===== src/rtl/acs_pkg.sv =====
// package for the axle count section clear logic: register map, field
// layout, sensor carrier, track layout and timing constants.
// assumes one 100 MHz clock domain and an AXI4-Lite master on the same clock.
package acs_pkg;

    // --------------------------------------------------------------
    // track layout
    // --------------------------------------------------------------
    localparam int T1_SECTIONS = 3;
    localparam int T2_SECTIONS = 2;
    localparam int COUNT_W = 8;

    // --------------------------------------------------------------
    // register map, byte addresses
    // --------------------------------------------------------------
    localparam logic [7:0] SEC_STAT_BASE = 8'h00; // one word per section
    localparam logic [7:0] SENSOR_BRK_ADDR = 8'h20;
    localparam logic [7:0] FORCE_OCC_ADDR = 8'h24;
    localparam int ADDR_LSB = 2;
    localparam int ADDR_MSB = 7;

    // section status fields
    localparam int ST_CNT_A_LSB = 0;
    localparam int ST_CNT_B_LSB = 8;
    localparam int ST_OCC_BIT = 16;
    localparam int ST_LINE_OPEN_BIT = 17;
    localparam int ST_MINUS_BIT = 18;
    localparam int ST_MISMATCH_BIT = 19;
    localparam int ST_REL_DROP_BIT = 20;

    localparam logic [1:0] RESP_OKAY = 2'h0;
    localparam logic [1:0] RESP_SLVERR = 2'h2;

    // --------------------------------------------------------------
    // timing
    // --------------------------------------------------------------
    localparam int CLK_HZ = 100_000_000;
    localparam int FLASH_HALF_MS = 500; // minus-axle alternation half period
    localparam int FLASH_CYCLES = FLASH_HALF_MS * (CLK_HZ / 1000);

    // --------------------------------------------------------------
    // one double wheel sensor as seen at the pins
    // --------------------------------------------------------------
    typedef struct packed {
        logic sys_a; // first sensing system covered
        logic sys_b; // second sensing system covered
        logic fault; // cable open or short, or sensor off the rail
    } acs_sensor_s;

    // direction decode, gray along the forward wheel path only
    typedef enum logic [2:0] {
        SEN_IDLE = 3'h0,
        SEN_FA = 3'h1,
        SEN_FAB = 3'h3,
        SEN_FB = 3'h2,
        SEN_RB = 3'h6,
        SEN_RAB = 3'h7,
        SEN_RA = 3'h5
    } acs_sen_e;

endpackage


===== src/rtl/acs_section_logic.sv =====
// axle count section clear logic: sensor direction decode, redundant
// section counters, relay-style clear line chain and an AXI4-Lite slave.
// assumes sensor pins are asynchronous; the bus shares the system clock.
//
// Design decisions made here: the AXI4-Lite slave port and the address map.
`timescale 1ns/100ps
module acs_section_logic import acs_pkg::*; #(
    parameter int T1_SEC = T1_SECTIONS,
    parameter int T2_SEC = T2_SECTIONS,
    parameter int CNT_W = COUNT_W,
    parameter int FLASH_CYC = FLASH_CYCLES
) (
    input wire logic clock,
    input wire logic rst_n,
    input wire acs_sensor_s [T1_SEC+T2_SEC+1:0] sensor_in,
    output logic [T1_SEC+T2_SEC-1:0] clear_line_open,
    output logic [T1_SEC+T2_SEC-1:0] occupied,
    output logic [T1_SEC+T2_SEC-1:0] minus_flash_a,
    output logic [T1_SEC+T2_SEC-1:0] minus_flash_b,
    output logic [T1_SEC+T2_SEC+1:0] sensor_breakdown,
    input wire logic [7:0] s_axi_awaddr,
    input wire logic s_axi_awvalid,
    output logic s_axi_awready,
    input wire logic [31:0] s_axi_wdata,
    input wire logic [3:0] s_axi_wstrb,
    input wire logic s_axi_wvalid,
    output logic s_axi_wready,
    output logic [1:0] s_axi_bresp,
    output logic s_axi_bvalid,
    input wire logic s_axi_bready,
    input wire logic [7:0] s_axi_araddr,
    input wire logic s_axi_arvalid,
    output logic s_axi_arready,
    output logic [31:0] s_axi_rdata,
    output logic [1:0] s_axi_rresp,
    output logic s_axi_rvalid,
    input wire logic s_axi_rready
);

    localparam int NSEC = T1_SEC + T2_SEC;
    localparam int NSEN = NSEC + 2; // each track has one sensor more than sections
    localparam logic [CNT_W-1:0] CNT_MAX = '1;
    localparam logic FIRST_AXLES_GATE = 1'b1; // suppression bypassed

    // --------------------------------------------------------------
    // state; zero everywhere is the idle, clear position
    // --------------------------------------------------------------
    typedef struct packed {
        logic [NSEN-1:0][2:0] sync1;
        logic [NSEN-1:0][2:0] sync2;
        acs_sen_e [NSEN-1:0] sen;
        logic [NSEN-1:0] ev_fwd;
        logic [NSEN-1:0] ev_rev;
        logic [NSEN-1:0] brk;
        logic [NSEC-1:0][CNT_W-1:0] cnt_a;
        logic [NSEC-1:0][CNT_W-1:0] cnt_b;
        logic [NSEC-1:0] minus;
        logic [NSEC-1:0] mismatch;
        logic [NSEC-1:0] rel_drop; // both release elements dropped
        logic [NSEC-1:0] clr_el_off;
        logic [NSEC-1:0] chold_off;
        logic [NSEC-1:0] oc_a;
        logic [NSEC-1:0] oc_b;
        logic [NSEC-1:0] oc3_drop;
        logic [NSEC-1:0] line_open;
        logic [NSEC-1:0] force_occ;
        logic [31:0] flash_cnt;
        logic flash_ph;
        logic [NSEC-1:0] fl_a;
        logic [NSEC-1:0] fl_b;
        logic aw_have;
        logic [7:0] awaddr;
        logic w_have;
        logic [31:0] wdata;
        logic [3:0] wstrb;
        logic awready;
        logic wready;
        logic bvalid;
        logic [1:0] bresp;
        logic arready;
        logic rvalid;
        logic [31:0] rdata;
        logic [1:0] rresp;
    } acs_state_s;

    acs_state_s q;
    acs_state_s d;

    // lower bounding sensor of a section; track two starts one sensor later
    function automatic int sec_lo(input int k);
        return (k < T1_SEC) ? k : k + 1;
    endfunction

    // status word of one section
    function automatic logic [31:0] sec_word(input acs_state_s s, input int k);
        logic [31:0] w;
        w = '0;
        w[ST_CNT_A_LSB +: CNT_W] = s.cnt_a[k];
        w[ST_CNT_B_LSB +: CNT_W] = s.cnt_b[k];
        w[ST_OCC_BIT] = s.oc_a[k] | s.oc_b[k];
        w[ST_LINE_OPEN_BIT] = s.line_open[k];
        w[ST_MINUS_BIT] = s.minus[k];
        w[ST_MISMATCH_BIT] = s.mismatch[k];
        w[ST_REL_DROP_BIT] = s.rel_drop[k];
        return w;
    endfunction

    // --------------------------------------------------------------
    // next state
    // --------------------------------------------------------------
    always_comb begin
        logic a;
        logic b;
        logic in_ev;
        logic out_ev;
        logic zero;
        logic sec_fault;
        logic [5:0] idx;
        int lo;
        int hi;
        a = 1'b0;
        b = 1'b0;
        in_ev = 1'b0;
        out_ev = 1'b0;
        zero = 1'b0;
        sec_fault = 1'b0;
        idx = '0;
        lo = 0;
        hi = 0;
        d = q;

        // two-flop synchronisers on every sensor pin
        d.sync1 = sensor_in;
        d.sync2 = q.sync1;

        // direction decode from the order of overlapping pulses
        d.ev_fwd = '0;
        d.ev_rev = '0;
        for (int s = 0; s < NSEN; s++) begin
            a = q.sync2[s][2];
            b = q.sync2[s][1];
            d.brk[s] = q.brk[s] | q.sync2[s][0]; // latched until reset
            case (q.sen[s])
                SEN_IDLE: begin
                    if (a && !b) d.sen[s] = SEN_FA;
                    else if (b && !a) d.sen[s] = SEN_RB;
                end
                SEN_FA: begin
                    if (a && b) d.sen[s] = SEN_FAB;
                    else if (!a) d.sen[s] = SEN_IDLE;
                end
                SEN_FAB: begin
                    if (!a && b) d.sen[s] = SEN_FB;
                    else if (a && !b) d.sen[s] = SEN_FA;
                    else if (!a) d.sen[s] = SEN_IDLE;
                end
                SEN_FB: begin
                    if (a && b) d.sen[s] = SEN_FAB;
                    else if (!b) begin
                        d.sen[s] = SEN_IDLE;
                        d.ev_fwd[s] = !a; // complete wheel toward higher index
                    end
                end
                SEN_RB: begin
                    if (a && b) d.sen[s] = SEN_RAB;
                    else if (!b) d.sen[s] = SEN_IDLE;
                end
                SEN_RAB: begin
                    if (a && !b) d.sen[s] = SEN_RA;
                    else if (b && !a) d.sen[s] = SEN_RB;
                    else if (!b) d.sen[s] = SEN_IDLE;
                end
                SEN_RA: begin
                    if (a && b) d.sen[s] = SEN_RAB;
                    else if (!a) begin
                        d.sen[s] = SEN_IDLE;
                        d.ev_rev[s] = !b; // complete wheel toward lower index
                    end
                end
                default: d.sen[s] = SEN_IDLE;
            endcase
        end

        // minus-axle flashing, the two channels alternate
        if (q.flash_cnt >= 32'(FLASH_CYC - 1)) begin
            d.flash_cnt = '0;
            d.flash_ph = !q.flash_ph;
        end else begin
            d.flash_cnt = q.flash_cnt + 32'h0000_0001;
        end

        // sections keep separate state; neighbours share the events and breakdown of their common sensor
        for (int k = 0; k < NSEC; k++) begin
            lo = sec_lo(k);
            hi = lo + 1;
            in_ev = q.ev_fwd[lo] | q.ev_rev[hi];
            out_ev = q.ev_rev[lo] | q.ev_fwd[hi];
            zero = (q.cnt_a[k] == '0) && (q.cnt_b[k] == '0);
            if (in_ev && !out_ev) begin
                if (q.cnt_a[k] != CNT_MAX) begin
                    d.cnt_a[k] = q.cnt_a[k] + CNT_W'(1);
                    d.cnt_b[k] = q.cnt_b[k] + CNT_W'(1);
                end
            end else if (out_ev && !in_ev) begin
                if (zero) begin
                    d.minus[k] = 1'b1; // more out than in
                end else begin
                    d.cnt_a[k] = q.cnt_a[k] - CNT_W'(1);
                    d.cnt_b[k] = q.cnt_b[k] - CNT_W'(1);
                end
            end
            d.mismatch[k] = q.mismatch[k] | (q.cnt_a[k] != q.cnt_b[k]);

            // direct pulse drops both release elements; re-energise at rest
            if (in_ev) d.rel_drop[k] = 1'b1;
            else if (zero && !q.minus[k]) d.rel_drop[k] = 1'b0;

            // counter outputs: occupied a/b, clear a/b as their inverse
            d.oc_a[k] = (q.cnt_a[k] != '0) | q.minus[k];
            d.oc_b[k] = ((q.cnt_b[k] != '0) & FIRST_AXLES_GATE) | q.minus[k];
            // clear element loses drive from release or counter clear outputs
            d.clr_el_off[k] = q.rel_drop[k] | q.oc_a[k] | q.oc_b[k];
            // clear-hold follows release change together with clear contact
            d.chold_off[k] = q.rel_drop[k] | (q.chold_off[k] & q.clr_el_off[k]);
            d.oc3_drop[k] = q.oc_a[k] | q.oc_b[k];

            sec_fault = q.mismatch[k] | q.brk[lo] | q.brk[hi];
            // series contacts; any one of them opens the line
            d.line_open[k] = q.clr_el_off[k] | q.chold_off[k] | q.oc3_drop[k]
                | sec_fault | q.force_occ[k];
            d.fl_a[k] = q.minus[k] & q.flash_ph;
            d.fl_b[k] = q.minus[k] & !q.flash_ph;
        end

        // ----------------------------------------------------------
        // AXI4-Lite write: address and data in either order
        // ----------------------------------------------------------
        if (s_axi_awvalid && q.awready) begin
            d.aw_have = 1'b1;
            d.awaddr = s_axi_awaddr;
        end
        if (s_axi_wvalid && q.wready) begin
            d.w_have = 1'b1;
            d.wdata = s_axi_wdata;
            d.wstrb = s_axi_wstrb;
        end
        if (q.bvalid && s_axi_bready) d.bvalid = 1'b0;
        if (q.aw_have && q.w_have && !q.bvalid) begin
            d.aw_have = 1'b0;
            d.w_have = 1'b0;
            d.bvalid = 1'b1;
            d.bresp = RESP_OKAY;
            if (q.awaddr == FORCE_OCC_ADDR) begin
                if (q.wstrb[0]) d.force_occ = q.wdata[NSEC-1:0];
            end else if (q.awaddr == SENSOR_BRK_ADDR) begin
                d.bresp = RESP_OKAY; // read-only, write ignored
            end else if (q.awaddr < SEC_STAT_BASE + 8'(4 * NSEC)
                && q.awaddr[1:0] == 2'h0) begin
                d.bresp = RESP_OKAY; // read-only, write ignored
            end else begin
                d.bresp = RESP_SLVERR;
            end
        end
        d.awready = !d.aw_have && !d.bvalid;
        d.wready = !d.w_have && !d.bvalid;

        // ----------------------------------------------------------
        // AXI4-Lite read: one cycle from address to data
        // ----------------------------------------------------------
        if (q.rvalid && s_axi_rready) d.rvalid = 1'b0;
        if (s_axi_arvalid && q.arready) begin
            d.rvalid = 1'b1;
            d.rresp = RESP_OKAY;
            d.rdata = '0;
            idx = s_axi_araddr[ADDR_MSB:ADDR_LSB];
            if (s_axi_araddr == FORCE_OCC_ADDR) begin
                d.rdata[NSEC-1:0] = q.force_occ;
            end else if (s_axi_araddr == SENSOR_BRK_ADDR) begin
                d.rdata[NSEN-1:0] = q.brk;
            end else if (s_axi_araddr < SEC_STAT_BASE + 8'(4 * NSEC)
                && s_axi_araddr[1:0] == 2'h0) begin
                d.rdata = sec_word(q, int'(idx));
            end else begin
                d.rresp = RESP_SLVERR;
            end
        end
        d.arready = !d.rvalid;
    end

    // --------------------------------------------------------------
    // state register; all-zero reset is the idle clear position
    // --------------------------------------------------------------
    always_ff @(posedge clock) begin
        if (!rst_n) begin
            q <= '0;
        end else begin
            q <= d;
        end
    end

    // outputs straight from the state register
    assign clear_line_open = q.line_open;
    assign occupied = q.oc3_drop;
    assign minus_flash_a = q.fl_a;
    assign minus_flash_b = q.fl_b;
    assign sensor_breakdown = q.brk;
    assign s_axi_awready = q.awready;
    assign s_axi_wready = q.wready;
    assign s_axi_bvalid = q.bvalid;
    assign s_axi_bresp = q.bresp;
    assign s_axi_arready = q.arready;
    assign s_axi_rvalid = q.rvalid;
    assign s_axi_rdata = q.rdata;
    assign s_axi_rresp = q.rresp;

endmodule // acs_section_logic


===== config.mk =====
export PLATFORM = sky130hd
export DESIGN_NAME = acs_section_logic
export DESIGN_NICKNAME = d
export VERILOG_FILES = /design/src/rtl/acs_pkg.sv /design/src/rtl/acs_section_logic.sv
export SDC_FILE = /design/constraint.sdc
export NUM_CORES = 1
export LEC_CHECK = 0
export ABC_AREA = 1
export ABC_CLOCK_PERIOD_IN_PS = 1810
export BUFFER_PORTS_ARGS = -buffer_cell sky130_fd_sc_hd__buf_4
export CAP_MARGIN = 15
export CORE_MARGIN = 2
export CORE_UTILIZATION = 55
export CTS_CLUSTER_SIZE = 24
export DETAILED_ROUTE_END_ITERATION = 7
export GPL_TIMING_DRIVEN = 0
export PLACE_DENSITY = 0.77
export SLEW_MARGIN = 10
export SYNTH_ARGS = -nofsm -noshare
export SYNTH_HDL_FRONTEND = slang
export SYNTH_SLANG_ARGS = --single-unit
export TNS_END_PERCENT = 1

===== constraint.sdc =====
create_clock -name clock -period 1.81 [get_ports clock]
set_input_delay 0.543 -clock clock [delete_from_list [all_inputs] [get_ports clock]]
set_output_delay 0.543 -clock clock [all_outputs]
set_load 0.1 [all_outputs]

== Yosys cells after proc, flatten, opt, wreduce, memory -nomap -nowiden ==
Cells that the tools add are included.

* Shifts and indexed selects: 0
* Bitwise operators: 118
* Eq/ne operators: 73
* $mul: 0
* $lt $le $gt $ge: 4
* Reductions and logical operators: 152
* Muxes and demuxes: 176
* $add $sub $neg: 21
* Div/mod/pow operators: 0

{| class="wikitable"
|+ Operators with widths
! kind !! count
|-
| two-way mux 8 bit || 42
|-
| two-way mux 3 bit || 85
|-
| case mux 3 bit (7 select lines) || 7
|-
| bitwise OR 1 bit || 83
|-
| adder 8 x 1 -> 8 bit (second input constant) || 10
|-
| logical NOT 8 bit || 10
|-
| nonzero test 8 bit || 10
|-
| subtractor 8 x 1 -> 8 bit (second input constant) || 10
|-
| == test 3 bit (second input constant) || 21
|-
| OR reduction 4 bit || 14
|-
| logical AND 1 bit || 52
|-
| binary-select mux 8 bit (select 3 bit) || 2
|-
| == test 3 x 2 -> 1 bit (second input constant) || 14
|-
| inequality test 8 bit || 5
|-
| inequality test 8 bit (second input constant) || 5
|-
| two-way mux 37 bit || 1
|-
| logical NOT 1 bit || 35
|-
| two-way mux 35 bit || 1
|-
| AND reduction 3 bit || 11
|-
| adder 32 x 1 -> 32 bit (second input constant) || 1
|-
| == test 8 x 6 -> 1 bit (second input constant) || 4
|-
| >= comparator 32 x 26 -> 1 bit (second input constant) || 1
|-
| two-way mux 27 bit || 1
|-
| == test 3 x 1 -> 1 bit (second input constant) || 7
|-
| 18 further kinds || 112
|}

* ROM bits: 0
* Memories kept: 0
* RAM bits: 0
* Latch bits: 0
* Flip-flop bits (word level): 344
* Word-level logic and storage cells: 625
* Input port bits: 80

== Logic depth before layout (Yosys ltp) ==
Gate-level depths: netlist of the first run.

* Depth in word-level cells: 8
* Gate-level depth with buffers: 12

== Worst setup path after synthesis of the first run ==
OpenSTA, ideal clock, no wires.

* Kind: register -> register
* Start: register q (netlist bit s_axi_arready)
* End: register q (netlist bit s_axi_rdata[13])
* Path slack: -188 ps
* Arrival: 1,928 ps
* Period minus slack after synthesis: 1,998 ps
* Stages on the path, launching flop included: 8
* Required time: 1,740 ps
* Cell sequence: dfxtp_1 nand2_1 inv_1 buf_2 o21ai_0 nor3_1 nand2_1 a21oi_1

* Word-level cells in the longest chain between the ends: 1

{| class="wikitable"
|+ RTL lines
! item !! line !! text
|-
| from (decl) || acs_section_logic.sv:86 || <nowiki>acs_state_s q;</nowiki>
|-
| from (signal assigned) || acs_section_logic.sv:295 || <nowiki>q <= '0;</nowiki>
|-
| from (signal assigned) || acs_section_logic.sv:297 || <nowiki>q <= d;</nowiki>
|-
| logical AND 1 bit || acs_section_logic.sv:271 || <nowiki>if (s_axi_arvalid && q.arready) begin</nowiki>
|}

Every way passes these cells.
A chain may end at the register's enable or synchronous reset.

== Worst setup path in the final report of the first run ==
* Start: register q[279] (netlist name)
* End: register q[259] (netlist name)

* Word-level cells in the longest chain between the ends: 5
* Elaborated cells between the ends (all ways): 9

{| class="wikitable"
|+ RTL lines
! item !! line !! text
|-
| bitwise OR 1 bit * || acs_section_logic.sv:196 || <nowiki>in_ev = q.ev_fwd[lo] | q.ev_rev[hi];</nowiki>
|-
| logical NOT 1 bit || acs_section_logic.sv:204 || <nowiki>end else if (out_ev && !in_ev) begin</nowiki>
|-
| logical AND 1 bit || acs_section_logic.sv:204 ||
|-
| nonzero test 2 bit (no line) || -- ||
|-
| AND reduction 3 bit (no line) || -- ||
|}

Mark *: on every way between the ends. The rest lies on a longest branch, timed or not.

==> reports/results.ini, run 1 <==
[critical_path]
critPathSlowestCell=ha_4
cp-start-kind=flip-flop
crit_top_cell=nand2_1
critical_path_required_ns=2.31
crit_family=simple AND/OR/NAND/NOR gates
r2r_end=q[259]
cp_cell_sequence=clkinv_4 -> nand2_8 -> nand3_4 -> ha_4 -> nand3_1 -> nand2_2 -> nand3_2 -> nand2_1 -> nand2_1 -> nand2_1 -> nand2_1 -> a21oi_1
cp_num_buf_inv=1
reg2reg_depth=12
cp_slowest_stage_delay_ns=0.37
critPathArrivalTime_ns=2.47
r2r-start=q[279]
startpoint=q[279]
criticalPathCategory=reg -> reg
endpoint_kind=flip-flop
crit_fanout=8
regToRegSetupSlack_ns=-0.15
crit_end=q[259]
crit_cells=12

[synthesis]
synth_common_cells=nand2_1 (529), dfxtp_1 (301), inv_1 (290), nor2_1 (278), a21oi_1 (171)
synth-async-reset-ratio=0
syn_inst=2436
synth_cell_types=58
yosysWarnings=0
yosysSeqAreaShare=0.3518
synth_flop_cell=dfxtp_1
synth-edff-count=0
synth_area_mm2=0.01713
yosys_register_bits=301
synth_top_area_frac=0.3518
yosysMostFrequentCell=nand2_1
synth_area_leader_cell=dfxtp_1
syn_avg_cell_area_um2=7.032
synth_area_leaders=dfxtp_1 (35%), nand2_1 (12%), inv_1 (6.4%), ha_1 (6.1%), nor2_1 (6.1%)

[place]
io_buffer_count=103
hpwlAfterDp_mm=36.67
placed_cell_area_mm2=0.01847
gp_congestion=0.9726

[route]
drc=0
drt_iter0_markers=1768
drt-total-wl_mm=52.05
ant_nets=0
vias=17100
drt-vias-per-instance=5.596
drt-pass1-iter-count=6
routedWlPerCell_um=17.03

[power_and_ir_drop]
powerDensity_mw_per_mm2=1188
leakagePower_nw=9.330
peakVddDrop_v=0.0007481

[sta]
skew_ns=0.01659
fin_crit_sh=1.086
relSlewSlack=0.2542
finalHoldViolCount=0
setup-violations-final=48
tns_ns=-3.079
tightest_slew_ns=1.119
rsz0062_at_grt=true
fmax_ghz=0.5089
worst_slack_ns=-0.1548
fin_crit_ns=1.965
final_max_slew_viol_count=0

[grt]
grt_pass1_wl_mm=81.40
antenna_found_initial=1
overflow=0
grt_max_degree=17
grtUsageTotal=0.3035
first_global_vias=16030

[cells_and_area]
finalNetCount=2812
nFillCells=2464
regArea_mm2=0.006080
drive_above_1_share=0.1989
design_area_mm2=0.02136
area_growth_pct=24.72
multiInputGateArea_mm2=0.01002
n_antenna_cell=0

[die]
ioPinCount=148
rows=64
placeableCoreArea_mm2=0.03059
start_util=0.5600
die_w_um=180.5
die_area_mm2=0.03257
die_h_um=180.5

[run_status]
status=finished, violations left
violations=setup timing

[cts]
root_buffer=clkbuf_16
cts.sinks=301
cts_max_level=1
clkTransAtPathRegs_ns=0.06
clockBufferDepth=3
clock_latency_ns=0.59
postCtsHoldBufs=0
cts_tree=yes
cts_buffers=31

[min_path]
holdCritPathClass=in -> reg

[flow_run]
cap_violations=0

==> stage by stage <==
step / cells / hold WS, ns / util / total power [mW] / worst slack, ns
2_1_floorplan: 2454 / 0.3905 / - / 15.21 / -0.08520
4_1_cts: 3040 / 0.1234 / 0.6787 / 24.51 / -0.08566
3_3_place_gp: 2953 / 0.3952 / 0.6037 / 17.05 / -0.5413
5_1_grt: 3056 / 0.1414 / 0.6984 / 26.81 / -0.2370
3_5_place_dp: 2953 / 0.4013 / 0.6037 / 17.30 / -0.5261
6_report: 3056 / 0.1378 / 0.6984 / 25.38 / -0.1548
==> metal layers <==
metal | part of all wire | global-route usage | up-vias
li1 | - | - | 8304
met1 | 0.41 | 0.3914 | 7904
met2 | 0.47 | 0.5116 | 745
met3 | 0.075 | 0.04244 | 148
met4 | 0.041 | 0.1229 | 0
met5 | 0 | 0 | -
==> cells in the final DEF, fill, tap and decap left out, types with 15 or more instances in the layout <==
master / n
a21oi_2: 17
xnor2_1: 31
buf_6: 41
inv_1: 278
nand4_1: 49
buf_12: 31
inv_2: 35
a31oi_1: 17
clkbuf_1: 37
o22ai_1: 21
a21oi_1: 153
nand2_1: 516
buf_4: 140
o21ai_0: 131
xor2_1: 33
ha_1: 46
dfxtp_2: 19
dfxtp_1: 274
nor3_1: 42
nor2_1: 274
conb_1: 19
o21ai_1: 15
clkbuf_16: 31
nand2_2: 23
ha_4: 36
o211ai_1: 15
nand3_1: 116
buf_2: 17
==> final cells by class <==
type                    count  area share
multi-input cells        1707      0.4692
clock buffers              45     0.04065
repair buffers            146     0.07731
clock inverters            10    0.005623
well taps                 396     0.02319
inverters                 325     0.05886
flip-flops and latches    301      0.2846
plain buffers             126     0.04059
==> worst min path at each step <==
stage                              from     end  cells past startpoint
after global placement           d[322]  q[322]                      2
after floorplan                  d[302]  q[302]                      2
after global routing      sensor_in[10]  d[312]                      3
after CTS                 sensor_in[14]  d[316]                      3
after detailed placement         d[316]  q[316]                      2
final                     sensor_in[14]  d[316]                      3
==> worst reg2reg max path: cells and delay by family (launching register included) <==
kind,cells,cell delay (ns)
simple gates,9,0.94
fa+ha+maj,1,0.37
flops,1,0.35
buf+inv,1,0.13
compound gates,1,0.12
==> registers in the layout, indices dropped and copies added, names as in the netlist <==
signal	cells
s_axi_arready	1
s_axi_rdata	21
sensor_breakdown	7
s_axi_rvalid	1
minus_flash_a	5
q	225
s_axi_bresp	1
d	21
s_axi_bvalid	1
s_axi_rresp	1
s_axi_awready	1
clear_line_open	5
minus_flash_b	5
occupied	5
s_axi_wready	1
==> cell families after synthesis <==
kind of cell	Yosys count	share of synthesized area
simple gates	1087	0.2766
buf+inv	451	0.1199
compound gates	437	0.1452
flops	301	0.3518
fa+ha+maj	94	0.07305
xor+xnor	65	0.03324
other cells	1	0.0002189
==> power by group <==
group,internal (mW),leakage [nW],total [mW],switching (mW)
combinational,4.25,6.38,10.5,6.23
clock,3.61,0.480,6.34,2.73
sequential,7.44,2.47,8.56,1.12
==> what timing repair did <==
action	CTS	global route
setup buffers	27	16
pin swaps	22	27
setup endpoints to repair	122	116
gates resized for setup	222	107
gates cloned	5	0
hold endpoints to repair	0	0
No activity file was read; power rests on OpenSTA's default activity.
==> run 2, diff against run 1 <==
- CTS_CLUSTER_SIZE: 24 -> not set
- RECOVER_POWER: not set -> 100
- SKIP_CTS_REPAIR_TIMING: not set -> 1
==> run 2 against run 1 <==
The flow still finishes with violations (setup timing); global-route usage shrank 1.6 points; sequential power about the same; largest cell class unchanged; highest routed layer unchanged; critical path depth down 2; worst setup slack worse by 0.0083 ns; critical path type unchanged; non-clock buffer count decreased by 20; flip-flop and latch count did not move; core utilization down 1.9 points; clock power shrank 0.6%; largest power group unchanged.
==> reports/results.ini, run 2 (same netlist as run 1, synthesis figures left out) <==
[run_status]
violations=setup timing
status=finished, violations left

[sta]
skew_ns=0.009548
fin_crit_ns=1.973
tightest_slew_ns=1.121
setup-violations-final=39
fmax_ghz=0.5068
finalHoldViolCount=0
fin_crit_sh=1.090
final_max_slew_viol_count=0
relSlewSlack=0.2524
rsz0062_at_grt=true
worst_slack_ns=-0.1631

[cells_and_area]
final_common_cell=nand2_1
finalNetCount=2791
final_cell_mix=nand2_1 (523), inv_1 (281), dfxtp_1 (276), nor2_1 (275), a21oi_1 (158)
nFillCells=2546
stdcell_count=3036
drive_above_1_share=0.1751
top_register=q
final_util=0.6794
largest_reg_flops=225
area_growth_pct=21.32
regArea_mm2=0.006082
multiInputGateArea_mm2=0.009668

[die]
ioPinCount=148
start_util=0.5600
die_w_um=180.5
die_area_mm2=0.03257
placeableCoreArea_mm2=0.03059
rows=64
die_h_um=180.5

[power_and_ir_drop]
peakVddDrop_v=0.0007494
pwr-share-seq=0.344
power.internal_mw=14.98
leakagePower_nw=9.152
power_frac_clock=0.254
swShare=0.3954
powerDensity_mw_per_mm2=1192
switching_power_mw=9.798
pwr-share-comb=0.402

[grt]
grtUsageTotal=0.2880
grt_pass1_wl_mm=77.49
overflow=0
first_global_vias=15360
antenna_found_initial=0
grt_max_degree=18

[route]
drt-total-wl_mm=50.53
routedWlPerCell_um=16.64
ant_nets=0
drc=0
drt-pass1-iter-count=8
drt_iter0_markers=1632
drt-vias-per-instance=5.582
vias=16950

[place]
placed_cells=2953
io_buffer_count=103
gp_congestion=0.9726
hpwlAfterDp_mm=36.67

[cts]
cts_tree=yes
clkTransAtPathRegs_ns=0.06
clockBufferDepth=3
root_buffer=clkbuf_16
cts_max_level=1
clock_latency_ns=0.59
cts_buffers=31
cts.sinks=301

[critical_path]
critical_path_required_ns=2.28
criticalPathCategory=reg -> reg
endpoint_kind=flip-flop
crit_fanout=8
cp-start-kind=flip-flop
critPathArrivalTime_ns=2.45

[min_path]
holdCritPathClass=in -> reg

[flow_run]
cap_violations=0

==> run 2: cell type report <==
class | instances | share of cell area
multi-input cells | 1706 | 0.4652
flip-flops and latches | 301 | 0.2927
repair buffers | 126 | 0.06906
inverters | 325 | 0.06027
clock buffers | 45 | 0.04178
plain buffers | 126 | 0.04124
well taps | 396 | 0.02384
clock inverters | 10 | 0.005780
diodes | 1 | 0.0001204
==> run 2: final timing paths <==
kind                  from  endpoint  slack, ns  cells past startpoint
max                 q[269]    q[232]      -0.16                     10
min          sensor_in[14]    d[316]       0.14                      3
max reg2reg         q[269]    q[232]      -0.16                     10
min reg2reg         d[313]    q[313]       0.41                      2
==> run 2: through the flow <==
stage | TNS [ns] | power (mW) | hold WS (ns) | cell area (µm²) | worst slack (ns)
finish | -2.912 | 24.78 | 0.1375 | 20780 | -0.1631
global route | -8.013 | 26.23 | 0.1414 | 20780 | -0.2498
CTS | -25.77 | 23.62 | 0.1234 | 19450 | -0.5355
detailed placement | -51.94 | 17.30 | 0.4013 | 18470 | -0.5261
global placement | -47.85 | 17.05 | 0.3952 | 18470 | -0.5413
floorplan | -0.5318 | 15.21 | 0.3905 | 17200 | -0.08520
==> run 2: critical path: stages, from the launching register on <==
cell     delay (ns)
dfxtp_1        0.35
inv_4          0.08
nand2_4        0.12
nand3_4        0.17
buf_4          0.19
fa_2           0.37
a31oi_1        0.23
xor2_1         0.17
nand2_1        0.06
nand2_1        0.06
a21oi_1        0.05
==> run 2: power groups by stage <==
stage	registers [mW]	clock network [mW]	logic (mW)
final	8.53	6.30	9.95
after global routing	8.59	6.66	11.0
after CTS	8.39	6.38	8.84
after detailed placement	8.54	0	8.76
after global placement	8.52	0	8.53
after floorplan	8.20	0	7.01
==> run 2: metal layers <==
metal / up-vias / wire [µm] / GRT usage
li1: 8246 / - / -
met1: 7841 / 21510 / 0.3825
met2: 719 / 23180 / 0.4808
met3: 140 / 3700 / 0.03719
met4: 0 / 2139 / 0.1032
met5: - / 0 / 0
